===== src/rtl/stp_pkg.sv =====
// Package: constants and types for the transmit coding path
package stp_pkg;
    // ==========================================
    // Register map
    localparam int ADDR_W = 4;
    localparam logic [3:0] REG_CTRL = 4'h0;
    localparam logic [3:0] REG_STAT = 4'h4;
    localparam logic [3:0] REG_FRST = 4'h8;
    // Control register fields
    localparam int C_BSER = 0;
    localparam int C_DBL = 1;
    localparam int C_BYP = 2;
    localparam int C_LOCKEN = 3;
    localparam int C_BW = 4;
    localparam int C_REFSEL = 6;
    localparam int C_LINE = 9;
    localparam int C_OUTLN = 12;
    localparam int C_OUTSRC = 15;
    localparam int C_DIV = 16;
    localparam logic [31:0] CTRL_RST = 32'h0000_0018;
    // Status register fields
    localparam int S_LOCK = 0;
    localparam int S_EMPTY = 1;
    localparam int S_FULL = 2;
    localparam int S_RD = 3;
    localparam int S_LOST = 4;
    localparam int S_INIT = 5;
    // ==========================================
    // Reference source codes
    localparam logic [2:0] REF_ZERO = 3'h0;
    localparam logic [2:0] REF_ONE = 3'h1;
    localparam logic [2:0] REF_ADJ = 3'h2;
    localparam logic [2:0] REF_LINE = 3'h3;
    localparam logic [2:0] REF_GLOBAL = 3'h4;
    localparam int NUM_LINES = 5;
    // Loop bandwidth choices
    typedef enum logic [1:0] {STP_BW_LOW, STP_BW_MED, STP_BW_HIGH} stp_bw_e;
    // ==========================================
    // Data path sizes
    localparam int LANES = 4;
    localparam int SYM_W = 10;
    localparam int BYTE_W = 8;
    localparam int PMA_W = 2 * SYM_W;
    // Fabric word with per-symbol control and disparity override
    typedef struct packed {
        logic [LANES-1:0] forceDisp;
        logic [LANES-1:0] dispVal;
        logic [LANES-1:0] ctrl;
        logic [LANES*SYM_W-1:0] data;
    } stp_word_s;
endpackage


===== src/rtl/stp_tx_path.sv =====
// Transmit coding path: clock select, phase FIFO, byte serializer, encoder
// Contract
// RULE1: Two reference inputs; PLL reference also from adjacent, inter-block lines, global.
// RULE2: Incoming choice among five inter-block lines or global; drive exactly one line.
// RULE3: Global clock used as reference must come from a dedicated input pin.
// RULE4: PLL gives bit clock and load clock; per-channel divider sets channel rate.
// RULE5: Optional lock flag high while PLL locked, low otherwise.
// RULE6: Loop bandwidth is a static low, medium or high setting.
// RULE7: Phase FIFO between fabric and PLL domains, never bypassed.
// RULE8: FIFO reset only after PLL lock; PLL must stay locked afterwards.
// RULE9: Throughput matches; byte serializer enables double width at half rate.
// RULE10: Byte serializer splits each word in two halves: 16/20/32/40 to 8/10/16/20.
// RULE11: Serializer bypassable; words then pass with no width change.
// RULE12: Fabric width 8/10 or 16/20 single, 16/20 or 32/40 double.
// RULE13: Coding-to-serializer width 8/10 single, 16/20 double.
// RULE14: Byte ordering only available with byte serialization enabled.
// RULE15: Single-width 8-bit encoder mode and double-width cascaded 16-bit mode.
// RULE16: Run length at most five; encoder bypassable for raw data.
// RULE17: Single width: byte plus control flag gives one 10-bit group.
// RULE18: Double width: two cascaded encoders give a 20-bit group.
// RULE19: Code groups follow standard 8B/10B tables and disparity rules.
// RULE20: Running disparity starts negative after reset.
// RULE21: Disparity override enable and value replace current running disparity.
// RULE22: Lower byte first; upper starts from lower's ending disparity.
// RULE23: Byte serializer sends low half first, then high half.
//
// Chosen here: the placing of the registers and the plain strobed port.
`timescale 1ns/1ps
`default_nettype none
module stp_tx_path #(
    parameter int FIFO_DEPTH = 4,
    parameter int DIV_W = 4
) (
    // Clock and reset
    input wire logic clk,
    input wire logic rst_n,
    // Register port
    input wire logic [stp_pkg::ADDR_W-1:0] regAddr,
    input wire logic [31:0] regWrData,
    input wire logic regWr,
    input wire logic regRd,
    output logic [31:0] regRdData,
    // Reference clock inputs
    input wire logic reference_clock_zero,
    input wire logic reference_clock_one,
    input wire logic adjacentRefClock,
    input wire logic [stp_pkg::NUM_LINES-1:0] inter_block_clock_lines,
    input wire logic globalClock,
    // Reference clock outputs
    output logic pllRefClock,
    output logic [stp_pkg::NUM_LINES-1:0] outLineDrive,
    output logic outRefClock,
    // Transmit PLL
    input wire logic pllLockIn,
    output logic pllLocked,
    output logic [1:0] pllBandwidth,
    // Fabric side
    input wire stp_pkg::stp_word_s txWord,
    input wire logic txValid,
    output logic txReady,
    // Serializer side
    output logic [stp_pkg::PMA_W-1:0] pmaData,
    output logic pmaValid,
    output logic wordLoad
);
    import stp_pkg::*;

    localparam int PTR_W = $clog2(FIFO_DEPTH);
    localparam int CNT_W = PTR_W + 1;

    // ==========================================
    // One 8B/10B symbol: returns {ending disparity, code with bit a at bit 0}
    function automatic logic [10:0] stpEnc(input logic [7:0] d, input logic k,
                                            input logic rd);
        logic [5:0] c6;
        logic [3:0] c4;
        logic [9:0] c;
        logic [4:0] x;
        logic [2:0] y;
        logic rd6;
        logic rdo;
        logic k28;
        logic alt;
        x = d[4:0];
        y = d[7:5];
        k28 = k && (x == 5'd28);
        // 5b/6b, negative column, written abcdei
        unique case (x)
            5'd0: c6 = 6'b100111;
            5'd1: c6 = 6'b011101;
            5'd2: c6 = 6'b101101;
            5'd3: c6 = 6'b110001;
            5'd4: c6 = 6'b110101;
            5'd5: c6 = 6'b101001;
            5'd6: c6 = 6'b011001;
            5'd7: c6 = 6'b111000;
            5'd8: c6 = 6'b111001;
            5'd9: c6 = 6'b100101;
            5'd10: c6 = 6'b010101;
            5'd11: c6 = 6'b110100;
            5'd12: c6 = 6'b001101;
            5'd13: c6 = 6'b101100;
            5'd14: c6 = 6'b011100;
            5'd15: c6 = 6'b010111;
            5'd16: c6 = 6'b011011;
            5'd17: c6 = 6'b100011;
            5'd18: c6 = 6'b010011;
            5'd19: c6 = 6'b110010;
            5'd20: c6 = 6'b001011;
            5'd21: c6 = 6'b101010;
            5'd22: c6 = 6'b011010;
            5'd23: c6 = 6'b111010;
            5'd24: c6 = 6'b110011;
            5'd25: c6 = 6'b100110;
            5'd26: c6 = 6'b010110;
            5'd27: c6 = 6'b110110;
            5'd28: c6 = k ? 6'b001111 : 6'b001110;
            5'd29: c6 = 6'b101110;
            5'd30: c6 = 6'b011110;
            5'd31: c6 = 6'b101011;
        endcase
        // Positive disparity takes the complement of unbalanced codes and of 111000
        if (rd && (($countones(c6) != 3) || (c6 == 6'b111000))) begin // see RULE19
            c6 = ~c6;
        end
        if ($countones(c6) > 3) begin
            rd6 = 1'b1;
        end else if ($countones(c6) < 3) begin
            rd6 = 1'b0;
        end else begin
            rd6 = rd;
        end
        // 3b/4b, negative column, written fghj
        unique case (y)
            3'd0: c4 = 4'b1011;
            3'd1: c4 = 4'b1001;
            3'd2: c4 = 4'b0101;
            3'd3: c4 = 4'b1100;
            3'd4: c4 = 4'b1101;
            3'd5: c4 = 4'b1010;
            3'd6: c4 = 4'b0110;
            3'd7: c4 = 4'b1110;
        endcase
        // Alternate x.7 avoids a run of five
        alt = (y == 3'd7) && (k || (!rd6 && (x == 5'd17 || x == 5'd18 || x == 5'd20))
              || (rd6 && (x == 5'd11 || x == 5'd13 || x == 5'd14))); // see RULE16
        if (alt) begin
            c4 = 4'b0111;
        end
        if (k28 && ($countones(c4) == 2) && (c4 != 4'b1100)) begin
            c4 = rd6 ? c4 : ~c4;
        end else if (rd6 && (($countones(c4) != 2) || (c4 == 4'b1100))) begin
            c4 = ~c4;
        end
        if ($countones(c4) > 2) begin
            rdo = 1'b1;
        end else if ($countones(c4) < 2) begin
            rdo = 1'b0;
        end else begin
            rdo = rd6;
        end
        // Bit a goes first on the line, so it lands in bit 0
        c = {c4[0], c4[1], c4[2], c4[3], c6[0], c6[1], c6[2], c6[3], c6[4], c6[5]};
        return {rdo, c};
    endfunction

    // ==========================================
    // Control register
    logic [31:0] ctrl_ff;
    logic byteSer;
    logic dblWidth;
    logic encBypass;

    // Software control write
    always_ff @(posedge clk) begin
        if (!rst_n) begin
            ctrl_ff <= CTRL_RST;
        end else if (regWr && regAddr == REG_CTRL) begin
            ctrl_ff <= regWrData;
        end
    end

    assign byteSer = ctrl_ff[C_BSER]; // see RULE9
    assign dblWidth = ctrl_ff[C_DBL]; // see RULE15
    assign encBypass = ctrl_ff[C_BYP];

    // ==========================================
    // Reference clock selection and outgoing line
    logic refSel;
    logic [2:0] lineIdx;
    logic [2:0] outIdx;

    assign lineIdx = ctrl_ff[C_LINE +: 3];
    assign outIdx = ctrl_ff[C_OUTLN +: 3];

    // Pick the PLL reference source
    always_comb begin
        unique case (ctrl_ff[C_REFSEL +: 3])
            REF_ONE: refSel = reference_clock_one; // see RULE1
            REF_ADJ: refSel = adjacentRefClock;
            REF_LINE: refSel = (lineIdx < 3'(NUM_LINES)) ?
                inter_block_clock_lines[lineIdx] : globalClock; // see RULE2
            REF_GLOBAL: refSel = globalClock; // see RULE3
            default: refSel = reference_clock_zero;
        endcase
    end

    // Registered reference and exactly one driven line
    always_ff @(posedge clk) begin
        if (!rst_n) begin
            pllRefClock <= 1'b0;
            outLineDrive <= '0;
            outRefClock <= 1'b0;
        end else begin
            pllRefClock <= refSel;
            outLineDrive <= (outIdx < 3'(NUM_LINES)) ?
                NUM_LINES'(1 << outIdx) : NUM_LINES'(1); // see RULE2
            outRefClock <= ctrl_ff[C_OUTSRC] ? reference_clock_one : reference_clock_zero;
        end
    end

    // ==========================================
    // PLL lock flag, bandwidth and lock tracking
    logic fifoInit_ff;
    logic lockLost_ff;
    logic fifoRst;

    assign fifoRst = regWr && (regAddr == REG_FRST);

    // Lock flag only when enabled, bandwidth held static
    always_ff @(posedge clk) begin
        if (!rst_n) begin
            pllLocked <= 1'b0;
            pllBandwidth <= STP_BW_MED;
        end else begin
            pllLocked <= ctrl_ff[C_LOCKEN] && pllLockIn; // see RULE5
            pllBandwidth <= (ctrl_ff[C_BW +: 2] == 2'd3) ?
                STP_BW_HIGH : ctrl_ff[C_BW +: 2]; // see RULE6
        end
    end

    // Lock lost after pointer init is sticky; a new loss beats the clear
    always_ff @(posedge clk) begin
        if (!rst_n) begin
            fifoInit_ff <= 1'b0;
            lockLost_ff <= 1'b0;
        end else begin
            if (fifoRst) begin
                fifoInit_ff <= pllLockIn; // see RULE8
            end
            if (fifoInit_ff && !pllLockIn) begin
                lockLost_ff <= 1'b1;
            end else if (fifoRst) begin
                lockLost_ff <= 1'b0;
            end
        end
    end

    // ==========================================
    // Per-channel divider paces parallel loads
    logic [DIV_W-1:0] divCnt_ff;
    logic tick;

    assign tick = (divCnt_ff == ctrl_ff[C_DIV +: DIV_W]);

    // Load strobe every divide-plus-one cycles
    always_ff @(posedge clk) begin
        if (!rst_n) begin
            divCnt_ff <= '0;
            wordLoad <= 1'b0;
        end else begin
            divCnt_ff <= tick ? '0 : divCnt_ff + 1'b1; // see RULE4
            wordLoad <= tick;
        end
    end

    // ==========================================
    // Phase-compensation FIFO, always in the path
    stp_word_s mem_ff [FIFO_DEPTH];
    logic [PTR_W-1:0] wrPtr_ff;
    logic [PTR_W-1:0] rdPtr_ff;
    logic [CNT_W-1:0] cnt_ff;
    logic [CNT_W-1:0] nxt_cnt;
    logic bsHigh_ff;
    logic wrEn;
    logic rdEn;

    assign wrEn = txValid && txReady;
    assign rdEn = tick && (cnt_ff != '0) && !(byteSer && bsHigh_ff); // see RULE7
    assign nxt_cnt = cnt_ff + CNT_W'(wrEn) - CNT_W'(rdEn);

    // Pointers, fill count and ready
    always_ff @(posedge clk) begin
        if (!rst_n || fifoRst) begin
            wrPtr_ff <= '0;
            rdPtr_ff <= '0;
            cnt_ff <= '0;
            txReady <= 1'b0;
        end else begin
            if (wrEn) begin
                wrPtr_ff <= (wrPtr_ff == PTR_W'(FIFO_DEPTH - 1)) ? '0 : wrPtr_ff + 1'b1;
            end
            if (rdEn) begin
                rdPtr_ff <= (rdPtr_ff == PTR_W'(FIFO_DEPTH - 1)) ? '0 : rdPtr_ff + 1'b1;
            end
            cnt_ff <= nxt_cnt;
            txReady <= nxt_cnt < CNT_W'(FIFO_DEPTH);
        end
    end

    // Storage, written by index
    always_ff @(posedge clk) begin
        if (wrEn) begin
            mem_ff[wrPtr_ff] <= txWord;
        end
    end

    // ==========================================
    // Byte serializer: low half first, high half next load
    typedef enum logic {STP_BS_LOW, STP_BS_HIGH} stp_bs_e;
    stp_bs_e bsState_ff;
    stp_word_s held_ff;

    assign bsHigh_ff = (bsState_ff == STP_BS_HIGH);

    // Half sequencing
    always_ff @(posedge clk) begin
        if (!rst_n || fifoRst) begin
            bsState_ff <= STP_BS_LOW;
            held_ff <= '0;
        end else if (tick) begin
            unique case (bsState_ff)
                STP_BS_LOW: begin
                    if (rdEn && byteSer) begin // see RULE14
                        held_ff <= mem_ff[rdPtr_ff];
                        bsState_ff <= STP_BS_HIGH; // see RULE23
                    end
                end
                STP_BS_HIGH: begin
                    bsState_ff <= STP_BS_LOW; // see RULE10
                end
            endcase
        end
    end

    // ==========================================
    // Lane pick and cascaded encoding
    logic rd_ff;
    stp_word_s srcWord;
    logic sendNow;
    int base;
    logic [PMA_W-1:0] nxt_pma;
    logic nxt_rd;

    assign sendNow = rdEn || (tick && byteSer && bsHigh_ff);
    assign srcWord = bsHigh_ff ? held_ff : mem_ff[rdPtr_ff];

    // Build one output word of one or two symbols
    always_comb begin
        logic [10:0] enc;
        logic rdCur;
        int ln;
        enc = '0;
        nxt_pma = '0;
        rdCur = rd_ff;
        ln = 0;
        // High half starts past the lanes of one output word
        base = (byteSer && bsHigh_ff) ? (dblWidth ? 2 : 1) : 0; // see RULE11
        for (int j = 0; j < 2; j++) begin
            ln = base + j;
            if (j == 0 || dblWidth) begin // see RULE13
                if (encBypass) begin
                    nxt_pma[j*SYM_W +: SYM_W] = srcWord.data[ln*SYM_W +: SYM_W]; // see RULE16
                end else begin
                    if (srcWord.forceDisp[ln]) begin
                        rdCur = srcWord.dispVal[ln]; // see RULE21
                    end
                    enc = stpEnc(srcWord.data[ln*BYTE_W +: BYTE_W],
                                 srcWord.ctrl[ln], rdCur); // see RULE17
                    nxt_pma[j*SYM_W +: SYM_W] = enc[SYM_W-1:0]; // see RULE18
                    rdCur = enc[SYM_W]; // see RULE22
                end
            end
        end
        nxt_rd = rdCur;
    end

    // Output register and running disparity
    always_ff @(posedge clk) begin
        if (!rst_n) begin
            rd_ff <= 1'b0; // see RULE20
            pmaData <= '0;
            pmaValid <= 1'b0;
        end else begin
            pmaValid <= sendNow;
            if (sendNow) begin
                pmaData <= nxt_pma; // see RULE12
                if (!encBypass) begin
                    rd_ff <= nxt_rd; // see RULE19
                end
            end
        end
    end

    // ==========================================
    // Register read port, data one cycle after the strobe
    always_ff @(posedge clk) begin
        if (!rst_n) begin
            regRdData <= '0;
        end else if (regRd) begin
            unique case (regAddr)
                REG_CTRL: regRdData <= ctrl_ff;
                REG_STAT: regRdData <= {26'h000_0000, fifoInit_ff, lockLost_ff,
                    rd_ff, !txReady, cnt_ff == '0, pllLockIn};
                default: regRdData <= '0;
            endcase
        end else begin
            regRdData <= '0;
        end
    end

endmodule // stp_tx_path
`default_nettype wire


===== config.mk =====
export PLATFORM = sky130hd
export DESIGN_NAME = stp_tx_path
export DESIGN_NICKNAME = d
export VERILOG_FILES = /design/src/rtl/stp_pkg.sv /design/src/rtl/stp_tx_path.sv
export SDC_FILE = /design/constraint.sdc
export NUM_CORES = 1
export LEC_CHECK = 0
export ABC_CLOCK_PERIOD_IN_PS = 42000
export BUFFER_PORTS_ARGS = -buffer_cell sky130_fd_sc_hd__buf_2
export CAP_MARGIN = 20
export CORE_AREA = 4 4 166 168
export CTS_CLUSTER_DIAMETER = 120
export CTS_CLUSTER_SIZE = 25
export DETAILED_ROUTE_END_ITERATION = 8
export DIE_AREA = 0 0 170 172
export MAX_ROUTING_LAYER = met4
export PLACE_DENSITY = 0.9
export SYNTH_ARGS = -nofsm -noshare
export SYNTH_HDL_FRONTEND = slang
export SYNTH_SLANG_ARGS = --single-unit

===== constraint.sdc =====
create_clock -name clk -period 42 [get_ports clk]
set_clock_uncertainty 0.2 [all_clocks]
set_input_delay 6.3 -clock clk [delete_from_list [all_inputs] [get_ports clk]]
set_output_delay 6.3 -clock clk [all_outputs]
set_load 0.005 [all_outputs]

==> Word level (Yosys, flattened, before mapping) <==
Memories as Yosys holds them, arrays and structs flattened. A register that Yosys moved wholly into a read port is not among the register bits.
Cells that the tools add are included.
{ "totals": {"input_bits": 103, "output_inout_bits": 65, "word_cells": 326, "n_memories": 3, "register_bits": 164, "latch_bits": 0, "ramBits": 208, "romBits": 64} }
{ "mem_list": {"columns": ["memory", "depth", "word_bits", "rd", "rd_ports_with_merged_regs", "write_ports", "line", "text"], "rows": [
  ["mem_ff", 4, 52, 1, 1, 1, "stp_tx_path.sv:279", "stp_word_s mem_ff [FIFO_DEPTH];"],
  ["(name not given)", 8, 4, 1, 0, 0, "stp_tx_path.sv:134", "unique case (y)"],
  ["(name not given)", 8, 4, 1, 0, 0, "stp_tx_path.sv:134", null]
]} }
{ "classes": {"n_lt_le_gt_ge": 14, "n_bitwise": 7, "n_shift": 5, "mux": 85, "n_addsub": 38, "mul": 2, "reduce_logical": 62, "div_mod_pow": 0, "n_eq_ne": 86} }
{ "op_table": {"columns": ["op", "count"], "rows": [
  ["6-bit one-hot mux with 32 select lines", 2],
  ["5-bit equality test, second input constant", 32],
  ["32-bit by 3-bit > comparator with 1-bit output, second input constant", 4],
  ["5-bit by 4-bit equality test with 1-bit output, second input constant", 16],
  ["32-bit by 3-bit equality test with 1-bit output, second input constant", 2],
  ["32-bit one-hot mux with 2 select lines", 1],
  ["4-bit 2-to-1 mux", 14],
  ["52-bit 2-to-1 mux", 1],
  ["6-bit 2-to-1 mux", 8],
  ["1-bit by 1-bit adder with 2-bit output", 20],
  ["5-bit by 3-bit equality test with 1-bit output, second input constant", 8],
  ["1-bit 2-to-1 mux", 40],
  ["40-bit by 6-bit indexed part select with 8-bit output", 1],
  ["40-bit by 7-bit indexed part select with 10-bit output", 1],
  ["40-bit by 7-bit indexed part select with 8-bit output", 1],
  ["40-bit by 8-bit indexed part select with 10-bit output", 1],
  ["10-bit 2-to-1 mux", 3],
  ["1-bit logical AND", 27],
  ["2-bit by 2-bit adder with 3-bit output", 8],
  ["5-bit by 2-bit equality test with 1-bit output, second input constant", 4],
  ["1-bit logical OR", 18],
  ["3-bit by 2-bit adder with 4-bit output", 4],
  ["2-bit 2-to-1 mux", 7],
  ["1-bit binary-select mux with 2-bit select", 6],
  ["40 further kinds", 70]
]} }

==> Logic depth before layout (Yosys ltp) <==
{ "logic_depth": {"depth_word": 81, "ltp_mapped": 87, "ltp_nobuf": 83} }

==> Least setup slack after synthesis <==
No wires, ideal clock.
{ "synth_timing": {"path_kind": "reg2reg", "start": "reg with a tool-made name", "end": "reg rd_ff", "setup_ns": 0.120, "path_buffers": 3, "synth_period_minus_slack_ns": 17.119, "setup_slack_ns": 24.881, "path_stages_with_launch": 83, "arrival_time_ns": 16.798, "required_ns": 41.680, "cell_sequence": "dfxtp_1 -> buf_6 -> buf_12 -> mux4_2 -> and2_4 -> or2_2 -> nand3_1 -> nor2_1 -> nor3_1 -> inv_1 -> fa_1 -> fa_1 -> inv_1 -> ha_1 -> inv_1 -> fa_1 -> nor2_1 -> a21boi_0 -> (+47 left out) -> fa_1 -> inv_1 -> ha_1 -> ha_1 -> nand2_1 -> a21oi_1 -> nand4_1 -> a41oi_1 -> nor2b_1 -> mux2_2 -> xnor2_1 -> fa_1 -> ha_1 -> ha_1 -> nor4b_1 -> nor2_1 -> a21oi_1 -> a21oi_1"} }
{ "synth_rtl": {"columns": ["element", "line", "text"], "rows": [
  ["to (signal assigned)", "stp_tx_path.sv:399", "rd_ff <= nxt_rd;"],
  ["to (decl)", "stp_tx_path.sv:348", "logic rd_ff;"]
]} }

==> Worst setup path in the final report <==
{ "layout_timing": {"start": "reg bsState_ff (netlist: bsHigh_ff)", "end": "reg rd_ff"} }
{ "layout_between": {"elab_chain_cells": 81, "elab_cells_between_ends": 230, "cone_classes": "33 x add/sub; 8 x order compare; 76 x eq/ne; 2 x shift; 63 x mux; 4 x bitwise; 42 x reduce/logical; 2 x memory"} }
{ "layout_rtl": {"columns": ["element", "line", "text"], "rows": [
  ["from (decl)", "stp_tx_path.sv:321", "stp_bs_e bsState_ff;"],
  ["from (signal assigned)", "stp_tx_path.sv:329", "bsState_ff <= STP_BS_LOW;"],
  ["from (signal assigned)", "stp_tx_path.sv:336", "bsState_ff <= STP_BS_HIGH;"],
  ["from (signal assigned)", "stp_tx_path.sv:340", "bsState_ff <= STP_BS_LOW;"],
  ["parallel branches: the longest is 81 deep, another holds 3-bit by 2-bit adder with 4-bit output", null, null]
]} }
Parallel ways; which one is timed is not known. The select of a mux whose other input is x is not followed.
A chain may end at the register's enable or synchronous reset.

==> results_dict.tcl <==
set metrics [dict create \
    gp_congestion 0.947 \
    synth-edff-count 208 \
    maxCapViolCount 0 \
    slew_violations 0 \
    syn_area_um2 16500 \
    drive_gt1_share_pct 19.0 \
    ant_nets 0 \
    start_kind "flip-flop" \
    start_util_pct 63.7 \
    r2r-start "bsHigh_ff" \
    grt_pass1_wl_um 61900 \
    finalSetupTns_ps 0 \
    ys_seq_elements 374 \
    regToRegSetupSlack_ps 22450 \
    synth_cells 1406 \
    worstMarginPinSlew_ps 1080 \
    cts_tree "done" \
    yosys_warnings 0 \
    cp-end-kind "flip-flop" \
    ys_async_sr_fraction_pct 0 \
    dieArea_um2 29200 \
    grt_util_all_layers_pct 27.6 \
    hold_path.class "reg2reg" \
    grt_overflow 0 \
    worstHoldStart "pmaData[17]" \
    seq_area_frac_synth_pct 57.9 \
    synth_fp_nets 1559 \
    fmax_mhz 51.1 \
    h-tree-depth 1 \
    cts_hold_buf 0 \
    post_cts_resized 0 \
    cp.arrival_ps 19780 \
    synth_flop_cell "edfxtp_1" \
    final-hold-violation-count 0 \
    ios 168 \
    clk_pin_slew_ps 120 \
    portBuffers 167 \
    wirelength_um 39700 \
    drtPass1Iterations 6 \
    cpLargestDelayFamily "adder cells" \
    rr_worst_depth 83 \
    r2r-end "rd_ff" \
    die_x_um 170 \
    drc 0 \
    fin_crit_sh_pct 46.6 \
    status "completed" \
    rsz0062_at_grt "no" \
    max_slew_margin_pct 28.0 \
    core_area_um2 25900 \
    clk_path_buf_depth 3 \
    cp_max_fo 30 \
    fin_nets 1686 \
    setup_viol 0 \
    numCtsBuffers 18 \
    path_class "reg2reg" \
    ys_types 80 \
    clk_latency_ps 530 \
    wl_per_cell_um 21.1 \
    critPathBufInv 16 \
    slowest_stage "clkinv_1" \
    die_height_um 172 \
    min_delay_path_depth 2 \
    grt_pass1_vias 11200 \
    postCtsSetupRepairBufs 0 \
    syn_area_per_cell_um2 11.7 \
    fillers 1734 \
    viasPerCell 6.14 \
    cp.required_ps 42230 \
    initialDrtViolationCount 1328 \
    clock-sinks 374 \
    place_ws_ps 22340 \
    hold_end "pmaData[17]" \
    fp-row-count 59 \
    slowest_delay_ps 720 \
    dp_hpwl_um 27600 \
    antenna_found_initial 1 \
    fin_ws_ps 22450 \
    area_growth_pct 9.75 \
    grt_max_degree 60 \
    root_buffer "clkbuf_16" \
    min_period_ps 19550 \
    num_vias 11500 \
]
==> how the worst max path moves through the flow <==
stage	startpoint	endpoint	slack, ps	cells past startpoint
detailed placement	bsHigh_ff	rd_ff	22340	81
CTS	bsHigh_ff	rd_ff	22260	82
finish	bsHigh_ff	rd_ff	22450	83
global route	bsHigh_ff	rd_ff	20980	84
global placement	bsHigh_ff	rd_ff	22930	80
floorplan	flip-flop	rd_ff	24880	82
==> cell type report <==
type                    instances  area [um^2]  area share [%]
multi-input cells             913         6450            35.6
clock buffers                  27          484            2.67
flip-flops and latches        374         9580            52.8
well taps                     335          419            2.31
diodes                          2         5.00          0.0276
clock inverters                 2         33.8           0.186
inverters                      41          154           0.849
repair buffers                185         1000            5.52
==> worst reg2reg max path: cells and delay by family (launching register included) <==
kind                     cells  cell delay, ps
XOR/XNOR                     4             850
adder cells (fa/ha/maj)     24            8220
buffers and inverters       16            2200
AND/OR/NAND/NOR             18            3480
flip-flops                   1             340
multiplexers                 2             610
AO/OA/AOI/OAI               19            3540
==> cells by family (layout without fill, tap and decap cells) <==
group / Yosys count / after routing / share of synthesized area (%)
AND/OR/NAND/NOR: 451 / 451 / 12.2
flip-flops: 374 / 374 / 57.9
AO/OA/AOI/OAI: 279 / 279 / 10.3
buffers and inverters: 119 / 255 / 3.08
multiplexers: 103 / 103 / 10.3
adder cells (fa/ha/maj): 51 / 51 / 4.53
XOR/XNOR: 29 / 29 / 1.54
other: 0 / 2 / 0
==> cell usage after synthesis (15+ instances only) <==
| library cell | number | area [um^2] |
|---|---|---|
| mux2i_1 | 41 | 410 |
| o21ai_0 | 38 | 190 |
| ha_1 | 35 | 438 |
| nor2_1 | 88 | 330 |
| nand2_1 | 236 | 886 |
| fa_1 | 15 | 300 |
| a21oi_1 | 145 | 726 |
| dfxtp_1 | 166 | 3320 |
| clkbuf_1 | 53 | 199 |
| a211oi_1 | 18 | 135 |
| edfxtp_1 | 208 | 6250 |
| and2_1 | 44 | 275 |
| xnor2_1 | 24 | 210 |
| inv_1 | 40 | 150 |
| mux4_2 | 48 | 1080 |
==> layer usage <==
metal	vias up	track usage (%)	part of all wire [%]
li1	5302	-	-
met1	5654	37.6	41
met2	507	44.7	48
met3	83	3.61	7.5
met4	0	7.57	2.9
met5	-	-	0
==> cells in the final DEF, fill, tap and decap left out, types with 9 or more instances in the layout <==
cell type	Yosys	final
fa_1	15	15
nand2_1	236	235
buf_2	11	168
nor2_1	88	88
xnor2_1	24	24
clkbuf_16	0	18
o21ai_1	9	9
nand3_1	13	13
o21ai_0	38	38
mux2i_1	41	41
edfxtp_1	208	208
inv_1	40	40
dfxtp_1	166	162
a211oi_1	18	18
a21oi_1	145	145
and2_1	44	44
buf_4	1	15
mux2_2	10	10
nor3_1	13	12
mux4_2	48	48
ha_1	35	35
clkbuf_1	53	9
==> sequential cells by signal (all words and copies together), names as in the netlist, named ones only <==
name,cells
pmaData,20
pllLocked,1
pllRefClock,1
ctrl_ff,32
outRefClock,1
fifoInit_ff,1
pmaValid,1
cnt_ff,3
lockLost_ff,1
rdPtr_ff,2
held_ff,52
bsHigh_ff,1
pllBandwidth,2
mem_ff,208
wrPtr_ff,2
wordLoad,1
txReady,1
rd_ff,1
outLineDrive,5
divCnt_ff,4
regRdData,32
==> stage by stage <==
step                instances  hold slack [ps]  instance area, um^2  utilization (%)
floorplan                1406              230                16500                -
global placement         1844              222                17500             67.7
detailed placement       1844              235                17500             67.7
CTS                      1873              250                18100             69.7
global route             1878              283                18100             69.9
finish                   1879              244                18100             69.9
Power is not shown: default switching activity piles up to over one toggle a cycle in this logic, so the estimate is an artifact.
